## config.mk

```make
export PLATFORM = sky130hd
export DESIGN_NAME = sar_adc_serial_readout
export DESIGN_NICKNAME = d
export VERILOG_FILES = /design/src/hdl/sar_adc_pkg.sv /design/src/hdl/pin_sync.sv /design/src/hdl/sar_adc_serial_readout.sv
export VERILOG_INCLUDE_DIRS = /design/src /design/src/hdl
export SDC_FILE = /design/constraint.sdc
export NUM_CORES = 1
export LEC_CHECK = 0
export ABC_AREA = 1
export BUFFER_PORTS_ARGS = -buffer_cell sky130_fd_sc_hd__buf_2
export CAP_MARGIN = 20
export CORE_UTILIZATION = 54
export DETAILED_ROUTE_END_ITERATION = 6
export PLACE_DENSITY_LB_ADDON = 0.2
export SLEW_MARGIN = 20
export SYNTH_ARGS = -nofsm -noshare
export SYNTH_HDL_FRONTEND = slang
export SYNTH_HIERARCHICAL = 1
export SYNTH_SLANG_ARGS = --single-unit
export TNS_END_PERCENT = 20
```

## constraint.sdc

```tcl
create_clock -name clk_in -period 2.3 [get_ports clk_in]
set_input_delay 0.115 -clock clk_in [delete_from_list [all_inputs] [get_ports clk_in]]
set_output_delay 0.115 -clock clk_in [all_outputs]
set_load 0.02 [all_outputs]
```

## src/hdl/sar_adc_cfg.svh

```systemverilog
// Timing counts and field constants of the serial readout sequencer.
`ifndef SAR_ADC_CFG_SVH
`define SAR_ADC_CFG_SVH
`define RESULT_WIDTH 16
`define COUNT_WIDTH 6
`define NULL_EDGE 6'h05
`define FIRST_MSB_EDGE 6'h06
`define FIRST_LSB_EDGE 6'h15
`define LAST_REPEAT_EDGE 6'h24
`define DONE_EDGE 6'h25
`endif

```

## src/hdl/sar_adc_pkg.sv

```systemverilog
// Types shared by the serial readout sequencer.
package sar_adc_pkg;
  typedef logic [15:0] result_t;
  typedef logic [5:0] edge_count_t;
  typedef enum logic [4:0] {
    ST_OFF = 5'b00001,
    ST_SAMPLE = 5'b00010,
    ST_CONVERT = 5'b00100,
    ST_REPEAT = 5'b01000,
    ST_IDLE = 5'b10000
  } phase_e;
endpackage

```

## src/hdl/pin_sync.sv

```systemverilog
// Two-flop synchroniser for pins from outside the clock domain.
`timescale 1ns/10ps
`default_nettype none
module pin_sync (
  input wire logic clk_in,
  input wire logic reset_n_in,
  input wire logic pin_in,
  input wire logic reset_value_in,
  output logic sync_out
);
  logic meta_reg;
  logic hold_reg;
  // The flops hold the pin relative to its idle level, so reset loads only constants.
  always_ff @(posedge clk_in or negedge reset_n_in) begin
    if (!reset_n_in) begin
      meta_reg <= 1'b0;
      hold_reg <= 1'b0;
    end else begin
      meta_reg <= pin_in ^ reset_value_in;
      hold_reg <= meta_reg;
    end
  end
  assign sync_out = hold_reg ^ reset_value_in;
endmodule
`default_nettype wire

```

## src/hdl/sar_adc_serial_readout.sv

```systemverilog
// Serial conversion and readout sequencer of a 16-bit SAR converter.
// Behaviour
// - Select falling starts sampling and a new serial transfer.
// - Input samples during the first 4.5 to 5.0 shift clock periods.
// - After fifth falling shift clock edge, output enables and drives low null bit.
// - Then sixteen result bits follow, most significant first.
// - Output changes on each falling shift clock edge, one bit per period.
// - After the lsb, further clocks resend the other bits lsb first, starting from bit 1.
// - After the repeated msb, the output goes high-impedance.
// - Further shift clocks are ignored while select stays low.
// - New conversion needs select high then low again.
// - Result is two's complement, 7fff to 8000.
// - Each bit goes out as soon as its decision is made.
// - Raising select aborts the conversion and powers down.
// - Power-down on completion and whenever select is high.
// - Select low after completion powers down analog only.
// - Shifted bits belong to the conversion in progress.
`include "sar_adc_cfg.svh"
`timescale 1ns/10ps
`default_nettype none
module sar_adc_serial_readout
  import sar_adc_pkg::*;
(
  input wire logic clk_in,
  input wire logic reset_n_in,
  input wire logic select_n_in,
  input wire logic shift_clock_in,
  input wire logic comparator_in,
  output logic serial_data_out,
  output logic serial_data_oe_n_out,
  output logic sample_window_out,
  output logic conversion_window_out,
  output logic compare_strobe_out,
  output logic [15:0] trial_code_out,
  output logic analog_power_out,
  output logic digital_power_out
);
  logic select_n_sync;
  logic shift_clock_sync;
  logic select_n_prev_reg;
  logic shift_clock_prev_reg;
  phase_e phase_reg;
  phase_e phase_next;
  edge_count_t count_reg;
  result_t result_reg;
  result_t trial_reg;
  logic [3:0] bit_index_reg;

  // Only the second flop of each synchroniser is read here.
  pin_sync select_sync_inst (
    .clk_in(clk_in),
    .reset_n_in(reset_n_in),
    .pin_in(select_n_in),
    .reset_value_in(1'b1),
    .sync_out(select_n_sync)
  );
  pin_sync shift_sync_inst (
    .clk_in(clk_in),
    .reset_n_in(reset_n_in),
    .pin_in(shift_clock_in),
    .reset_value_in(1'b0),
    .sync_out(shift_clock_sync)
  );

  function automatic logic [3:0] bit_position(input edge_count_t count);
    edge_count_t offset;
    offset = count - `FIRST_MSB_EDGE;
    bit_position = offset[3:0];
  endfunction

  // One-hot weight of a result bit, shared by the trial code and the decision.
  function automatic result_t weight(input logic [3:0] index);
    weight = 16'h0001 << index;
  endfunction

  // True for the counts at which the msb-first bits are decided on rising edges and sent on falling edges.
  function automatic logic decision_slot(input edge_count_t count);
    decision_slot = (count >= `NULL_EDGE) && (count < `FIRST_LSB_EDGE);
  endfunction

  // The select register resets high so a low select at reset release counts as a start.
  wire select_fall = select_n_prev_reg & ~select_n_sync;
  wire select_high = select_n_sync;
  wire shift_fall = shift_clock_prev_reg & ~shift_clock_sync;
  wire shift_rise = ~shift_clock_prev_reg & shift_clock_sync;
  // A falling edge seen with count n sends msb-first bit 20 - n, or repeat bit n - 20.
  wire [3:0] msb_index = 4'hf - bit_position(count_reg + 6'h01);
  wire [3:0] lsb_index = bit_position(count_reg - 6'h0e);
  wire in_convert = (phase_reg == ST_CONVERT);
  wire in_repeat = (phase_reg == ST_REPEAT);

  always_comb begin
    phase_next = phase_reg;
    case (phase_reg)
      ST_OFF: begin
        if (select_fall) begin
          phase_next = ST_SAMPLE;
        end
      end
      ST_SAMPLE: begin
        if (shift_fall && count_reg == `NULL_EDGE - 6'h01) begin
          phase_next = ST_CONVERT;
        end
      end
      ST_CONVERT: begin
        if (shift_fall && count_reg == `FIRST_LSB_EDGE) begin
          phase_next = ST_REPEAT;
        end
      end
      ST_REPEAT: begin
        if (shift_fall && count_reg == `LAST_REPEAT_EDGE) begin
          phase_next = ST_IDLE;
        end
      end
      ST_IDLE: begin
        phase_next = ST_IDLE;
      end
      default: begin
        phase_next = ST_OFF;
      end
    endcase
    if (select_high) begin
      phase_next = ST_OFF;
    end
  end

  // Edge history resets to each pin's idle level so reset release shows no false edge.
  always_ff @(posedge clk_in or negedge reset_n_in) begin
    if (!reset_n_in) begin
      select_n_prev_reg <= 1'b1;
    end else begin
      select_n_prev_reg <= select_n_sync;
    end
  end

  // The shift clock history starts low, the level at which a frame opens.
  always_ff @(posedge clk_in or negedge reset_n_in) begin
    if (!reset_n_in) begin
      shift_clock_prev_reg <= 1'b0;
    end else begin
      shift_clock_prev_reg <= shift_clock_sync;
    end
  end

  // The phase moves only on detected edges; select high overrides everything.
  always_ff @(posedge clk_in or negedge reset_n_in) begin
    if (!reset_n_in) begin
      phase_reg <= ST_OFF;
    end else begin
      phase_reg <= phase_next;
    end
  end

  // Falling edges are counted from select falling; idle edges change nothing.
  always_ff @(posedge clk_in or negedge reset_n_in) begin
    if (!reset_n_in) begin
      count_reg <= 6'h00;
    end else if (select_high || select_fall) begin
      count_reg <= 6'h00;
    end else if (shift_fall && phase_reg != ST_IDLE && phase_reg != ST_OFF) begin
      count_reg <= count_reg + 6'h01;
    end
  end

  // Decisions fall on the rising edges from the null bit up to the one before the lsb goes out.
  wire decide = in_convert && shift_rise && decision_slot(count_reg);
  wire msb_decision = (bit_index_reg == 4'hf);
  wire decision_bit = msb_decision ? ~comparator_in : comparator_in;
  wire [15:0] trial_weight = weight(bit_index_reg);
  // A decision clears the bit on trial and writes the comparator's verdict in its place.
  wire [15:0] decided_code = (result_reg & ~trial_weight) | (decision_bit ? trial_weight : 16'h0000);
  wire last_decision = (bit_index_reg == 4'h0);
  wire [15:0] next_trial = last_decision ? decided_code : (decided_code | weight(bit_index_reg - 4'h1));

  // The line serves msb-first bits until the lsb leaves, then the lsb-first repeat.
  wire msb_first_slot = in_convert && decision_slot(count_reg);
  wire next_bit = msb_first_slot ? result_reg[msb_index] : result_reg[lsb_index];
  // The null bit is the first bit driven, at the falling edge that ends sampling.
  wire null_slot = shift_fall && (phase_reg == ST_SAMPLE);
  // Outside the conversion and its repeat the line is released.
  wire out_disabled = (phase_next == ST_OFF) || (phase_next == ST_SAMPLE) || (phase_next == ST_IDLE);
  wire sampling_next = (phase_next == ST_SAMPLE);
  wire converting_next = (phase_next == ST_CONVERT);

  // Only the decided bits are kept; the word is never buffered ahead of the line.
  always_ff @(posedge clk_in or negedge reset_n_in) begin
    if (!reset_n_in) begin
      result_reg <= 16'h0000;
    end else if (select_fall) begin
      result_reg <= 16'h0000;
    end else if (decide) begin
      // The msb weight is negative in two's complement, so its decision is inverted.
      result_reg <= decided_code;
    end
  end

  // The bit index walks down once per decision and is rearmed by each select fall.
  always_ff @(posedge clk_in or negedge reset_n_in) begin
    if (!reset_n_in) begin
      bit_index_reg <= 4'hf;
    end else if (select_fall) begin
      bit_index_reg <= 4'hf;
    end else if (decide) begin
      bit_index_reg <= bit_index_reg - 4'h1;
    end
  end

  // Trial code presented to the capacitor array: decided bits plus the bit now on trial.
  always_ff @(posedge clk_in or negedge reset_n_in) begin
    if (!reset_n_in) begin
      trial_reg <= 16'h0000;
    end else if (select_high) begin
      trial_reg <= 16'h0000;
    end else if (select_fall) begin
      trial_reg <= weight(4'hf);
    end else if (decide) begin
      trial_reg <= next_trial;
    end
  end

  // Window and analog power levels follow the next phase so they move with the state, not a cycle later.
  always_ff @(posedge clk_in or negedge reset_n_in) begin
    if (!reset_n_in) begin
      sample_window_out <= 1'b0;
    end else begin
      sample_window_out <= sampling_next;
    end
  end

  // The conversion window spans the null bit and the msb-first run.
  always_ff @(posedge clk_in or negedge reset_n_in) begin
    if (!reset_n_in) begin
      conversion_window_out <= 1'b0;
    end else begin
      conversion_window_out <= converting_next;
    end
  end

  // One pulse per decision; a slow shift clock never stretches it.
  always_ff @(posedge clk_in or negedge reset_n_in) begin
    if (!reset_n_in) begin
      compare_strobe_out <= 1'b0;
    end else begin
      compare_strobe_out <= decide;
    end
  end

  // The trial code leaves through a register so the array never sees a decode glitch.
  always_ff @(posedge clk_in or negedge reset_n_in) begin
    if (!reset_n_in) begin
      trial_code_out <= 16'h0000;
    end else begin
      trial_code_out <= trial_reg;
    end
  end

  // The analog section is off outside sampling and conversion, so the repeat costs only logic power.
  always_ff @(posedge clk_in or negedge reset_n_in) begin
    if (!reset_n_in) begin
      analog_power_out <= 1'b0;
    end else begin
      analog_power_out <= sampling_next || converting_next;
    end
  end

  // Digital power follows select alone: a finished frame with select low keeps the logic alive.
  always_ff @(posedge clk_in or negedge reset_n_in) begin
    if (!reset_n_in) begin
      digital_power_out <= 1'b0;
    end else begin
      digital_power_out <= !select_high;
    end
  end

  // The line is released before the null bit, after the repeated msb and whenever select is high.
  always_ff @(posedge clk_in or negedge reset_n_in) begin
    if (!reset_n_in) begin
      serial_data_oe_n_out <= 1'b1;
    end else if (out_disabled) begin
      serial_data_oe_n_out <= 1'b1;
    end else if (shift_fall) begin
      serial_data_oe_n_out <= 1'b0;
    end
  end

  // A new bit appears one clock after a detected falling edge and stands until the next one.
  always_ff @(posedge clk_in or negedge reset_n_in) begin
    if (!reset_n_in) begin
      serial_data_out <= 1'b0;
    end else if (out_disabled) begin
      serial_data_out <= 1'b0;
    end else if (null_slot) begin
      serial_data_out <= 1'b0;
    end else if (shift_fall) begin
      serial_data_out <= next_bit;
    end
  end
endmodule
`default_nettype wire

```

======== Word-level counts from Yosys, hierarchy flattened ========
Cells that the tools add are included.
Widths: inputs -> output; s select.
word-level totals
  bits in registers ....................... 76
  input port bits ......................... 5
  output and inout bits ................... 23
  word-level logic and storage cells ...... 106
cells by class
  add/sub/neg operators ................... 6
  order comparisons ....................... 4
  equality and inequality tests ........... 16
  shift operators ......................... 2
  mux-type cells .......................... 28
  bitwise operators ....................... 12
  reductions and logical operators ........ 19
operators with widths
  kind                  count
  $mux 16               7
  $or 16x16->16         2
  $shl 1x4->16 const A  2
  $mux 5                5
  $pmux 5 s5            1
  $and 16x16->16        1
  $not 16->16           1
  $mux 6                2
  $eq 5x1->1 const B    2
  $eq 5x2->1 const B    2
  $eq 5x3->1 const B    2
  $eq 5x5->1 const B    2
  $logic_and 1x1->1     10
  $lt 4x5->1 const B    2
  $mux 1                9
  $bmux 1 s4            2
  $mux 4                2
  $sub 4x3->4 const B   2
  $add 6x1->6 const B   1
  $eq 6x3->1 const B    1
  $eq 6x5->1 const B    1
  $eq 6x6->1 const B    1
  $ge 6x3->1 const B    1
  $lt 6x5->1 const B    1
  other kinds (14)      25

======== Logic depth before layout (Yosys ltp) ========
Gate-level depths: netlist of run 1.
  word-level depth ........................ 10
  depth in mapped cells ................... 14
  mapped depth without buffers ............ 13

======== Hierarchy ========
The synthesis of run 1 kept the hierarchy.
modules (own cells, without submodules)
  module                  times used  cells an instance  area each (um^2)  sequential area each (um^2)
  sar_adc_serial_readout  1           447                3642.2            1810.5
  pin_sync                2           11                 83.8              50.0

======== Worst setup path before layout of run 1 ========
Ideal clock, no wire load.
  kind .................................... register to register
  start ................................... reg count_reg[0]
  end ..................................... reg result_reg[10]
  setup time .............................. 0.117 ns
  data arrival time ....................... 1.834 ns
  data required time ...................... 2.183 ns
  setup slack ............................. 0.349 ns
  cell stages (with the launch flop) ...... 12
  buffers on the path ..................... 1
  period minus slack after synthesis ...... 1.951 ns
  cells stage by stage .................... dfrtp_1 -> clkinv_1 -> ha_1 -> nor2_1 -> nor2_1 -> nand2_1 -> nand3_2 -> nor3_4 -> nor2_2 -> buf_2 -> nand2_1 -> nand2_1
between the ends
  longest elaborated chain between the ends .. 4
  elaborated cells between the ends (all ways) .. 5
  those cells by class .................... order compare (2); reduce/logical (3)
ends and longest elaborated chain
  what                                                       line                           RTL
  from (decl)                                                sar_adc_serial_readout.sv:44   edge_count_t count_reg;
  from (signal assigned)                                     sar_adc_serial_readout.sv:161  count_reg <= count_reg + 6'h01;
  $ge 6x3->1 (no source line) or $lt 6x5->1 (tied branches)  n/a
  $logic_and 1x1->1 (*)                                      sar_adc_serial_readout.sv:78   decision_slot = (count >= `NULL_EDGE) && (count < `FIRST_LSB_EDGE);
  $logic_and 1x1->1 (*)                                      sar_adc_serial_readout.sv:166  wire decide = in_convert && shift_rise && decision_slot(count_reg);
  $reduce_bool 2->1 (no source line) (*)                     n/a
  to (signal assigned)                                       sar_adc_serial_readout.sv:193  result_reg <= decided_code;
  to (decl)                                                  sar_adc_serial_readout.sv:45   result_t result_reg;
Every way passes the cells marked *; elsewhere a longest branch is shown, timed or not.
A chain may end at the register's enable or synchronous reset.

======== Final worst setup path of run 1 ========
  start ................................... reg bit_index_reg[0]
  end ..................................... reg result_reg[8]
between the ends
  longest elaborated chain between the ends .. 6
  elaborated cells between the ends (all ways) .. 9
  those cells by class .................... eq/ne (1); shift (1); mux (4); bitwise (3)
ends and longest elaborated chain
  what                                        line                                                          RTL
  from (decl)                                 sar_adc_serial_readout.sv:47                                  logic [3:0] bit_index_reg;
  from (signal assigned)                      sar_adc_serial_readout.sv:204                                 bit_index_reg <= bit_index_reg - 4'h1;
  $eq 4x4->1 or $shl 1x4->16 (tied branches)  sar_adc_serial_readout.sv:167, sar_adc_serial_readout.sv:73
  $mux 1 or $not 16->16 (tied branches)       sar_adc_serial_readout.sv:168, sar_adc_serial_readout.sv:171
  $mux 16 or $and 16x16->16 (tied branches)   sar_adc_serial_readout.sv:171                                 wire [15:0] decided_code = (result_reg & ~trial_weight) | (decision_bit ? trial_weight : 16'h0000);
  $or 16x16->16 (*)                           sar_adc_serial_readout.sv:171
  $mux 16 (*)                                 sar_adc_serial_readout.sv:191                                 end else if (decide) begin
  $mux 16 (*)                                 sar_adc_serial_readout.sv:189                                 end else if (select_fall) begin
Every way passes the cells marked *; elsewhere a longest branch is shown, timed or not. The select of a mux whose other input is x is not followed.

==> results of run 1 <==
==> timing repair <==
action,4_1_cts,5_1_grt
endpoints found under the hold margin,71,0
hold buffers,3,0
endpoints found under the setup margin,0,17
gates resized for setup,0,3
==> routing by layer <==
metal	track usage, %	up-vias
met5	0	-
met2	40.19	99
li1	-	1610
met4	10.91	0
met3	5.390	13
met1	33.31	1488
==> power by group through the flow <==
stage	Combinational [W]	Sequential, W	Clock, W
detailed placement	0.000362	0.00144	0
finish	0.000371	0.00141	0.000993
global placement	0.000356	0.00143	0
global route	0.000415	0.00142	0.00107
CTS	0.000368	0.00141	0.00101
floorplan	0.000229	0.00145	0
==> how the worst max path moves through the flow <==
stage,startpoint,to
2_1_floorplan,count_reg[0],result_reg[10]
6_report,bit_index_reg[0],result_reg[8]
4_1_cts,count_reg[0],bit_index_reg[3]
5_1_grt,bit_index_reg[0],trial_reg[13]
3_5_place_dp,count_reg[0],bit_index_reg[3]
3_3_place_gp,count_reg[0],serial_data_out
==> worst max-delay path, stage by stage, from the launching register on <==
cell and delay (ns):
dfstp_2 0.58, ha_1 0.25, inv_1 0.11, nor3_1 0.28, inv_1 0.07, nand2_1 0.06
nand2_1 0.13, o21ai_0 0.38, nand3_1 0.15, nand2_1 0.09
==> cell families (layout without fill, tap and decap cells) <==
kind of cell             Yosys count  in the layout  synth area share, %
AO/OA/AOI/OAI                     70             70                9.589
XOR/XNOR                           2              2               0.6570
adder cells (fa/ha/maj)           14             14                4.598
buffers and inverters             60            107                6.470
flip-flops                        76             76                50.15
multiplexers                       2              2               0.5255
other                              2              6               0.1971
AND/OR/NAND/NOR                  243            243                27.82
==> area by class of cell <==
cell class	count	area (µm²)	share of cell area (%)
clock buffer	9	123.9	2.861
clock inverter	6	65.06	1.503
inverter	53	198.9	4.595
multi-input combinational	337	1675	38.70
sequential	76	1911	44.13
tap	96	120.1	2.775
timing repair buffer	39	235.2	5.434
==> per-stage QoR <==
stage               hold slack (ns)  total power, W
global placement             0.3103        0.001790
finish                       0.1919        0.002776
global route                 0.2473        0.002899
floorplan                   -0.1806        0.001675
detailed placement           0.3108        0.001799
CTS                          0.1891        0.002791
==> cell usage in the layout, fill, tap and decap left out, types with 2 or more instances in the layout <==
master,n
nand2_1,137
dfstp_2,7
a21boi_0,2
nor2_1,25
clkinv_2,2
nand3b_1,2
a21oi_1,23
nand4_1,3
buf_2,26
o21ai_1,16
mux2i_1,2
dlygate4sd3_1,3
ha_1,14
nor2_2,3
o21ai_0,24
dfrtp_1,69
clkbuf_8,9
inv_1,50
nand3_1,57
o22ai_1,3
nor3_1,9
nand3_2,2
nor3_4,2
conb_1,6
buf_4,10
inv_2,2
==> results.txt, run 1 <==
Sequential share of power -> 50.9%
1st-iter DRT viols -> 240
Total I/O pin count -> 28
Cells on Worst Hold Path -> 4
Sequential share of the synthesized area -> 50.15%
Via count -> 3,210
Slew Viols, Final -> 0
GPL Wtd Cong -> 0.8746
DRC viols -> 0
Initial antenna violation count -> 0
Final min period -> 2.169 ns
CTS clock-pin slew for the worst setup and hold paths -> 0.08 ns
Vias in the first global route -> 3,036
Reg2Reg Depth -> 9
Starting Density -> 56.08%
Count leader, synth -> nand2_1
Crit. End Element -> flop
Top sig layer -> met4
DIE HEIGHT -> 86.00 µm
HP Start -> comparator_in
Post-Place Worst Slack -> 0.1290 ns
Post-synth top flop -> dfrtp_1
Cell area after layout -> 4329 µm²
Leakage Power -> 2.264 nW
Pin count of the biggest net entering global routing -> 77
Comb pwr share -> 13.4%
Final nets -> 535
Worst Path Arrival -> 2.46 ns
Flop-to-flop setup slack -> 0.13 ns
Fillers -> 600
Final core occ -> 63.72%
Metal-1 WL -> 3.932 mm
Final Hold Vio Count -> 0
Placement Cell Area -> 4103 µm²
Largest area contributor in the netlist -> dfrtp_1
Met3 WL -> 417 µm
Least-Margin Pin Slew -> 0.9011 ns
Total grt overflow -> 0
Post-synth top cells -> nand2_1 (137), dfrtp_1 (69), nand3_1 (57), inv_1 (50), nor2_1 (26)
WS Path Type -> flop to flop
# setup viols final -> 0
Worst slew margin -> 39.93%
CTS H-tree lvls -> 3
Metal2 WL -> 3.947 mm
PwrDens -> 641.1 nW/µm²
First-pass GRT wire length -> 14.21 mm
Synth area leaders -> dfrtp_1 (45%), nand2_1 (13%), nand3_1 (7.5%)
Num Clock Sinks -> 76
Peak supply drop -> 0.0002717 V
RSZ-0062 raised after global routing -> false
Ys Warns -> 6
Register bit total from synthesis -> 76
Clk Latency, worst-skew pair -> 0.35 ns
Layout cell share with drive strength beyond 1 -> 13.65%
Final period utilization -> 94.28%
Fin cells -> 616
Share of the synthesized area in the top cell type -> 45.32%
Die width -> 86.00 µm
Drt pass-1 iters -> 5
Worst-path fanout max -> 6
Async SR Flop Fraction -> 100.0%
Clock buffer depth -> 2
Wire length per cell -> 13.73 µm
Post-DRT Antenna Nets -> 0
Max Cap Viol -> 0
Synthesized area per cell -> 8.123 µm²
Critical R2R Capture -> result_reg[8]
Peak Freq -> 461.1 MHz
Total track usage -> 25.21%
Cell Rows -> 30
Mapped Cells -> 469
Mapped cell area -> 3810 µm²
Total length of routed wires -> 8.460 mm
Tightest Hold Check Type -> input pin to flop
I/O Buffers -> 27
NetSw -> 0.0007895 W
CP required -> 2.59 ns
CTS Buf Count -> 9
Postcts setup bufs -> 0
Core ar. -> 6794 µm²
Detailed placer's ending HPWL -> 6.223 mm
Area growth from synthesis to layout -> 13.63%
Distinct cells, synth -> 32
Status -> completed
Worst Clk Skew -> 0.01079 ns
Min-Delay Endpoint -> result_reg[15]
Worst setup margin -> 0.1315 ns
Vias per inst -> 5.211
Die ar. -> 7395 µm²
Reg2reg start -> bit_index_reg[0]
Switching part of the total power -> 28.44%
Int Power -> 0.001986 W
N_diodes -> 0
Clock Power Share -> 35.8%
CTS tree -> built
Post-synth EDFFs -> 0
Clock tree root buffer cell -> clkbuf_8
DP Cell Count -> 598
Setup TNS Final -> 0 ns
CP startpoint kind -> flop
(Power assumes the default switching activity.)
==> run 2, diff against run 1 <==
--- a/config.mk
+++ b/config.mk
@@ -15,6 +15,5 @@
 export SLEW_MARGIN = 20
 export SYNTH_ARGS = -nofsm -noshare
 export SYNTH_HDL_FRONTEND = slang
-export SYNTH_HIERARCHICAL = 1
 export SYNTH_SLANG_ARGS = --single-unit
 export TNS_END_PERCENT = 20
==> run 2 against run 1 <==
Effect of this change:
- largest power group unchanged
- setup slack gained 0.058 ns
- die area down 2.0%
- combinational power shrank 72%
- critical path type unchanged
- global-route usage decreased by 0.11 points
- synthesized area down 2.0%
==> results.txt, run 2 <==
Core ar. -> 6495 µm² (was 6794 µm²)
Starting Density -> 57.46% (was 56.08%)
Leading cell type in the layout, fill and taps excluded -> nand2_1 (unchanged)
Least-Margin Pin Slew -> 0.9286 ns (was 0.9011 ns)
Vias in the first global route -> 2,851 (was 3,036)
Worst slew margin -> 38.09% (was 39.93%)
Die width -> 85.14 µm (was 86.00 µm)
DRC viols -> 0 (unchanged)
Wire length per cell -> 14.76 µm (was 13.73 µm)
Post-synth top flop -> dfrtp_1 (unchanged)
Peak Freq -> 473.8 MHz (was 461.1 MHz)
Post-Place Worst Slack -> 0.2108 ns (was 0.1290 ns)
Flop-to-flop setup slack -> 0.19 ns (was 0.13 ns)
Reg2Reg Depth -> 10 (was 9)
Synth Area in Adders -> 4.693% (was 4.598%)
HP Start -> comparator_in (unchanged)
Critical R2R Capture -> serial_data_out (was result_reg[8])
Fin cells -> 549 (was 616)
Register bit total from synthesis -> 76 (unchanged)
CTS clock-pin slew for the worst setup and hold paths -> 0.07 ns (was 0.08 ns)
Slew Viols, Final -> 0 (unchanged)
Crit. End Element -> flop (unchanged)
GPL Wtd Cong -> 0.8581 (was 0.8746)
CP startpoint kind -> flop (unchanged)
Worst-path fanout max -> 8 (was 6)
Slowest Stage Delay on Critical Path -> 0.49 ns (was 0.58 ns)
CTS Buf Count -> 9 (unchanged)
Synth area leaders -> dfrtp_1 (46%), nand2_1 (12%), nand3_1 (5.6%) (was dfrtp_1 (45%), nand2_1 (13%), nand3_1 (7.5%))
Final nets -> 487 (was 535)
DP Cell Count -> 531 (was 598)
Post-synth top cells -> nand2_1 (117), dfrtp_1 (69), nand3_1 (42), inv_1 (34), a21oi_1 (22) (was nand2_1 (137), dfrtp_1 (69), nand3_1 (57), inv_1 (50), nor2_1 (26))
Mapped Cells -> 433 (was 469)
N_diodes -> 0 (unchanged)
Total length of routed wires -> 8.101 mm (was 8.460 mm)
Tightest Hold Check Type -> input pin to flop (unchanged)
Total I/O pin count -> 28 (unchanged)
Worst setup margin -> 0.1893 ns (was 0.1315 ns)
PwrDens -> 611.5 nW/µm² (was 641.1 nW/µm²)
WS Path Type -> flop to flop (unchanged)
Synthesized area per cell -> 8.620 µm² (was 8.123 µm²)
Sequential share of the synthesized area -> 51.19% (was 50.15%)
Initial antenna violation count -> 0 (unchanged)
1st-iter DRT viols -> 283 (was 240)
Postcts setup bufs -> 0 (unchanged)
XOR/XNOR Fraction of Synth Area -> 0.6705% (was 0.6568%)
Setup TNS Final -> 0 ns (unchanged)
Leakage Power -> 2.086 nW (was 2.264 nW)
Distinct cells, synth -> 38 (was 32)
First-pass GRT wire length -> 14.08 mm (was 14.21 mm)
Cell Rows -> 29 (was 30)
Worst path buffer plus inverter count -> 2 (unchanged)
Final Hold Vio Count -> 0 (unchanged)
Detailed placer's ending HPWL -> 5.846 mm (was 6.223 mm)
Via count -> 3,077 (was 3,210)
Commonest non-fill, non-tap cells in the layout -> nand2_1 (117), dfrtp_1 (68), nand3_1 (42) (was nand2_1 (137), dfrtp_1 (69), nand3_1 (57))
Post-DRT Antenna Nets -> 0 (unchanged)
Simple-Gate Fraction of Synth Area -> 25.01% (was 27.82%)
Crit path max-delay family -> adder cells (was simple AND/OR/NAND/NOR gates)
Critical path cell sequence -> inv_1 -> ha_1 -> ha_1 -> inv_1 -> nand3_1 -> nand2_1 -> nand2_1 -> nand3_1 -> nand3_1 -> a21oi_1 (was ha_1 -> inv_1 -> nor3_1 -> inv_1 -> nand2_1 -> nand2_1 -> o21ai_0 -> nand3_1 -> nand2_1)
Most used cell, CP -> nand3_1 (was nand2_1)
Worst Path Arrival -> 2.39 ns (was 2.46 ns)
Final core occ -> 64.28% (was 63.72%)
Post-synth EDFFs -> 0 (unchanged)
# setup viols final -> 0 (unchanged)
Clock tree root buffer cell -> clkbuf_8 (unchanged)
Total track usage -> 25.11% (was 25.21%)
Drt pass-1 iters -> 5 (unchanged)
CTS H-tree lvls -> 3 (unchanged)
DIE HEIGHT -> 85.14 µm (was 86.00 µm)
Count leader, synth -> nand2_1 (unchanged)
Compound-Gate Fraction of Synth Area -> 11.80% (was 9.589%)
Hold_ws -> 0.2476 ns (was 0.1919 ns)
Mapped cell area -> 3732 µm² (was 3810 µm²)
Largest area contributor in the netlist -> dfrtp_1 (unchanged)
Worst Clk Skew -> 0.003201 ns (was 0.01079 ns)
Clock buffer depth -> 2 (unchanged)
Slowest CP cell -> dfrtp_1 (was dfstp_2)
Ys Warns -> 0 (was 6)
CP required -> 2.58 ns (was 2.59 ns)
Total grt overflow -> 0 (unchanged)
Final min period -> 2.111 ns (was 2.169 ns)
Async SR Flop Fraction -> 100.0% (unchanged)
Area growth from synthesis to layout -> 11.87% (was 13.63%)
Die ar. -> 7248 µm² (was 7395 µm²)
Main combinational cell family by area after synthesis -> simple AND/OR/NAND/NOR gates (unchanged)
Max Cap Viol -> 0 (unchanged)
Cells on Worst Hold Path -> 5 (was 4)
Num Clock Sinks -> 76 (unchanged)
Status -> completed (unchanged)
Post-Syn Nets -> 452
Final period utilization -> 91.77% (was 94.28%)
Min-Delay Endpoint -> result_reg[7] (was result_reg[15])
RSZ-0062 raised after global routing -> false (unchanged)
Reg2reg start -> count_reg[1] (was bit_index_reg[0])
Pin count of the biggest net entering global routing -> 77 (unchanged)
Peak supply drop -> 0.0003254 V (was 0.0002717 V)
Vias per inst -> 5.605 (was 5.211)
Multiplexer share of the synthesized area -> 0.2682% (was 0.5255%)
Share of the synthesized area in the top cell type -> 46.26% (was 45.32%)
Clk Latency, worst-skew pair -> 0.35 ns (about the same)
Layout cell share with drive strength beyond 1 -> 17.37% (was 13.65%)
I/O Buffers -> 27 (unchanged)
Fillers -> 531 (was 600)
CTS tree -> built (unchanged)
## run 2: timing repair
action / in CTS / in global routing
endpoints found under the hold margin: 71 / 0
hold buffers: 3 / 0
gates resized for setup: 0 / 3
endpoints found under the setup margin: 0 / 5
## run 2: worst max-delay path by stage
stage	start	endpoint	slack, ns	cells past startpoint
after global routing	bit_index_reg[0]	trial_reg[0]	0.07	7
after global placement	bit_index_reg[0]	trial_reg[1]	0.28	7
after floorplan	bit_index_reg[0]	trial_reg[2]	0.48	7
after CTS	count_reg[0]	serial_data_out	0.18	10
after detailed placement	count_reg[0]	serial_data_out	0.21	10
final	count_reg[1]	serial_data_out	0.19	10
## run 2: layer usage
layer	global-route usage [%]	part of all wire [%]
met5	0	0
met4	5.547	1.3
met3	6.518	5.2
met2	38.93	46
met1	35.73	48
## run 2: final cells by class
class / instances / area, µm² / area share (%)
Sequential cell: 76 / 1912 / 45.79
Clock inverter: 6 / 90.09 / 2.158
Inverter: 45 / 176.4 / 4.225
Tap cell: 77 / 96.34 / 2.307
Multi-Input combinational cell: 304 / 1594 / 38.18
Clock buffer: 9 / 123.9 / 2.967
Timing Repair Buffer: 32 / 182.7 / 4.375
## run 2: through the flow
step	instance area [µm²]	total power, W
detailed placement	3920	0.001484
finish	4175	0.002553
floorplan	3732	0.001438
global placement	3920	0.001483
CTS	4164	0.002570
global route	4175	0.002643
## run 2: kinds of logic (layout without fill, tap and decap cells)
logic type	after synthesis	after routing
AO/OA/AOI/OAI	76	76
XOR/XNOR	2	2
adder cells (fa/ha/maj)	14	14
buffers and inverters	53	92
flip-flops	76	76
multiplexers	1	1
AND/OR/NAND/NOR	211	211
## run 2: where the power goes
| group | total [W] | internal (W) | switching [W] |
|---|---|---|---|
| sequential | 0.00136 | 0.00135 | 0.00000827 |
| combinational | 0.000103 | 0.0000246 | 0.0000783 |
| clock | 0.00109 | 0.000606 | 0.000486 |
## run 2: worst reg2reg max path, stage by stage (launching register included)
cell     delay (ns)
dfrtp_1        0.49
inv_1          0.20
ha_1           0.40
ha_1           0.35
inv_1          0.09
nand3_1        0.09
nand2_1        0.07
nand2_1        0.06
nand3_1        0.09
nand3_1        0.08
a21oi_1        0.13
==> run 3, diff against run 2 <==
--- a/config.mk
+++ b/config.mk
@@ -9,9 +9,10 @@
 export ABC_AREA = 1
 export BUFFER_PORTS_ARGS = -buffer_cell sky130_fd_sc_hd__buf_2
 export CAP_MARGIN = 20
+export CORE_MARGIN = 3
 export CORE_UTILIZATION = 54
 export DETAILED_ROUTE_END_ITERATION = 6
-export PLACE_DENSITY_LB_ADDON = 0.2
+export PLACE_DENSITY_LB_ADDON = 0.08
 export SLEW_MARGIN = 20
 export SYNTH_ARGS = -nofsm -noshare
 export SYNTH_HDL_FRONTEND = slang
==> constraint.sdc (replaced) <==
create_clock -name clk_in -period 2.3 [get_ports clk_in]
set_input_delay 0.23 -clock clk_in [delete_from_list [all_inputs] [get_ports clk_in]]
set_output_delay 0.23 -clock clk_in [all_outputs]
set_load 0.02 [all_outputs]
==> run 3 against run 2 <==
Effect of this change:
- setup slack improved by 0.0029 ns
- hold slack gained 0.11 ns
- critical endpoint is now trial_reg[1]
- via count fell by 2.9%
- wire length is 0.54% lower
- count of clock-buffer cells in the layout rose by 1
- clock power increased by 7%
- fmax increased by 0.14%
==> results.txt, run 3 (same netlist as run 2, synthesis figures left out) <==
Status -> completed (unchanged)
DRC viols -> 0 (unchanged)
N_diodes -> 0 (unchanged)
CTS Buf Count -> 9 (unchanged)
Leakage Power -> 2.106 nW (was 2.086 nW)
I/O Buffers -> 27 (unchanged)
Final Hold Vio Count -> 0 (unchanged)
Final period utilization -> 91.64% (was 91.77%)
Num Clock Sinks -> 76 (unchanged)
Area of the multi-input gates -> 1592 µm² (was 1594 µm²)
CTS clock-pin slew for the worst setup and hold paths -> 0.08 ns (was 0.07 ns)
Post-Place Worst Slack -> 0.2025 ns (was 0.2108 ns)
Final nets -> 489 (was 487)
DIE HEIGHT -> 89.14 µm (was 85.14 µm)
Clk Latency, worst-skew pair -> 0.35 ns (about the same)
Detailed placer's ending HPWL -> 5.891 mm (was 5.846 mm)
Starting Density -> 57.15% (was 57.46%)
Area growth from synthesis to layout -> 13.01% (was 11.87%)
NetSw -> 0.0006090 W (was 0.0005724 W)
Slowest Stage Delay on Critical Path -> 0.59 ns (was 0.49 ns)
Slew Viols, Final -> 0 (unchanged)
Critical path cell sequence -> inv_1 -> ha_1 -> ha_2 -> inv_1 -> nor3_1 -> a21boi_0 -> o21ai_1 (was inv_1 -> ha_1 -> ha_1 -> inv_1 -> nand3_1 -> nand2_1 -> nand2_1 -> nand3_1 -> nand3_1 -> a21oi_1)
Setup TNS Final -> 0 ns (unchanged)
Slowest CP cell -> dfstp_2 (was dfrtp_1)
Most used cell, CP -> inv_1 (was nand3_1)
WS Path Type -> flop to flop (unchanged)
First-pass GRT wire length -> 13.35 mm (was 14.08 mm)
Fillers -> 550 (was 531)
CTS H-tree lvls -> 3 (unchanged)
Vias in the first global route -> 2,724 (was 2,851)
CTS tree -> built (unchanged)
Die ar. -> 7945 µm² (was 7248 µm²)
Via count -> 2,988 (was 3,077)
Drt pass-1 iters -> 4 (was 5)
Int Power -> 0.002030 W (was 0.001981 W)
Postcts setup bufs -> 0 (unchanged)
Comb pwr share -> 4.0% (about the same)
Clock buffer depth -> 2 (unchanged)
Final min period -> 2.108 ns (was 2.111 ns)
Die width -> 89.14 µm (was 85.14 µm)
Max Cap Viol -> 0 (unchanged)
1st-iter DRT viols -> 196 (was 283)
CP startpoint kind -> flop (unchanged)
Commonest non-fill, non-tap cells in the layout -> nand2_1 (117), dfrtp_1 (68), nand3_1 (42) (unchanged)
Total length of routed wires -> 8.057 mm (was 8.101 mm)
Vias per inst -> 5.413 (was 5.605)
Sequential share of power -> 51.5% (was 53.2%)
Crit. End Element -> flop (unchanged)
Least-Margin Pin Slew -> 0.5946 ns (was 0.9286 ns)
Clock Power Share -> 44.5% (was 42.8%)
Peak Freq -> 474.4 MHz (was 473.8 MHz)
Total I/O pin count -> 28 (unchanged)
CP required -> 2.58 ns (about the same)
Switching part of the total power -> 23.08% (was 22.42%)
Leading cell type in the layout, fill and taps excluded -> nand2_1 (unchanged)
RSZ-0062 raised after global routing -> false (unchanged)
Peak supply drop -> 0.0003968 V (was 0.0003254 V)
Register Area -> 1912 µm² (unchanged)
Total track usage -> 22.11% (was 25.11%)
Cell Rows -> 29 (unchanged)
# setup viols final -> 0 (unchanged)
Worst Path Arrival -> 2.39 ns (about the same)
Core ar. -> 6531 µm² (was 6495 µm²)
Worst slew margin -> 60.36% (was 38.09%)
GPL Wtd Cong -> 0.8883 (was 0.8581)
Layout cell share with drive strength beyond 1 -> 17.89% (was 17.37%)
Worst setup margin -> 0.1922 ns (was 0.1893 ns)
Post-DRT Antenna Nets -> 0 (unchanged)
Initial antenna violation count -> 0 (unchanged)
Tightest Hold Check Type -> flop to flop (was input pin to flop)
Clock tree root buffer cell -> clkbuf_8 (unchanged)
Worst Clk Skew -> 0.005798 ns (was 0.003201 ns)
Total grt overflow -> 0 (unchanged)
PwrDens -> 625.7 nW/µm² (was 611.5 nW/µm²)
Wire length per cell -> 14.60 µm (was 14.76 µm)
Worst-path fanout max -> 6 (was 8)
Pin count of the biggest net entering global routing -> 49 (was 77)
## run 3: cell count changes in the layout (fill, tap and decap cells not counted)
| cell | change |
|---|---|
| inv_6 | +3 |
| clkinv_4 | -2 |
| buf_12 | +1 |
| buf_4 | +1 |
| clkbuf_8 | +1 |
| clkinv_2 | -1 |
| ha_1 | -1 |
| ha_2 | +1 |
| nor3_1 | +1 |
| nor3_2 | -1 |
## run 3: power groups by stage
stage / sequential, W / clock [W] / combinational (W)
finish: 0.00136 / 0.00117 / 0.000106
CTS: 0.00136 / 0.00120 / 0.000108
floorplan: 0.00139 / 0 / 0.0000509
global route: 0.00136 / 0.00126 / 0.000121
global placement: 0.00138 / 0 / 0.000103
detailed placement: 0.00139 / 0 / 0.000104
## run 3: path summary, 6_finish.rpt
kind                                     startpoint                        to  slack (ns)  cells after the start
max                                bit_index_reg[0]              trial_reg[1]        0.19                      7
min                        shift_sync_inst.meta_reg  shift_sync_inst.hold_reg        0.36                      0
max reg2reg                        bit_index_reg[0]              trial_reg[1]        0.19                      7
min reg2reg                shift_sync_inst.meta_reg  shift_sync_inst.hold_reg        0.36                      0
max in group asynchronous                reset_n_in          bit_index_reg[2]        1.25                      3
min in group asynchronous                reset_n_in        trial_code_out[12]        0.42                      2
## run 3: critical path: cells and delay by family (launching register included)
family                   cells  cell delay, ns
adder cells (fa/ha/maj)      2            0.68
flip-flops                   1            0.59
AO/OA/AOI/OAI                2            0.29
AND/OR/NAND/NOR              1            0.26
buffers and inverters        2            0.21
## run 3: final cells by class
type	count	share of cell area (%)
Inverter	45	4.183
Multi-Input combinational cell	304	37.73
Sequential cell	76	45.33
Tap cell	77	2.284
Timing Repair Buffer	34	4.984
Clock buffer	10	3.263
Clock inverter	6	2.225
## run 3: what timing repair did
action,CTS,global route
hold buffers,3,0
setup endpoints to repair,0,10
endpoints found under the hold margin,46,0
resized for setup,0,3
## run 3: per-layer routing
metal / track usage [%] / share of wire [%] / vias up
li1: - / - / 1509
met1: 32.34 / 50 / 1367
met2: 32.28 / 44 / 99
met3: 6.359 / 5.4 / 13
met4: 5.954 / 1.5 / 0
met5: 0 / 0 / -
## run 3: per-stage QoR
step                hold slack, ns  std cells  total power (W)  utilization (%)  area (µm²)
global route                0.3599        552         0.002741            64.58        4218
finish                      0.3554        552         0.002639            64.58        4218
global placement            0.2707        533         0.001488            60.44        3948
floorplan                 -0.06559        433         0.001438                -        3732
CTS                         0.3527        552         0.002671            64.44        4209
detailed placement          0.2728        533         0.001489            60.44        3948
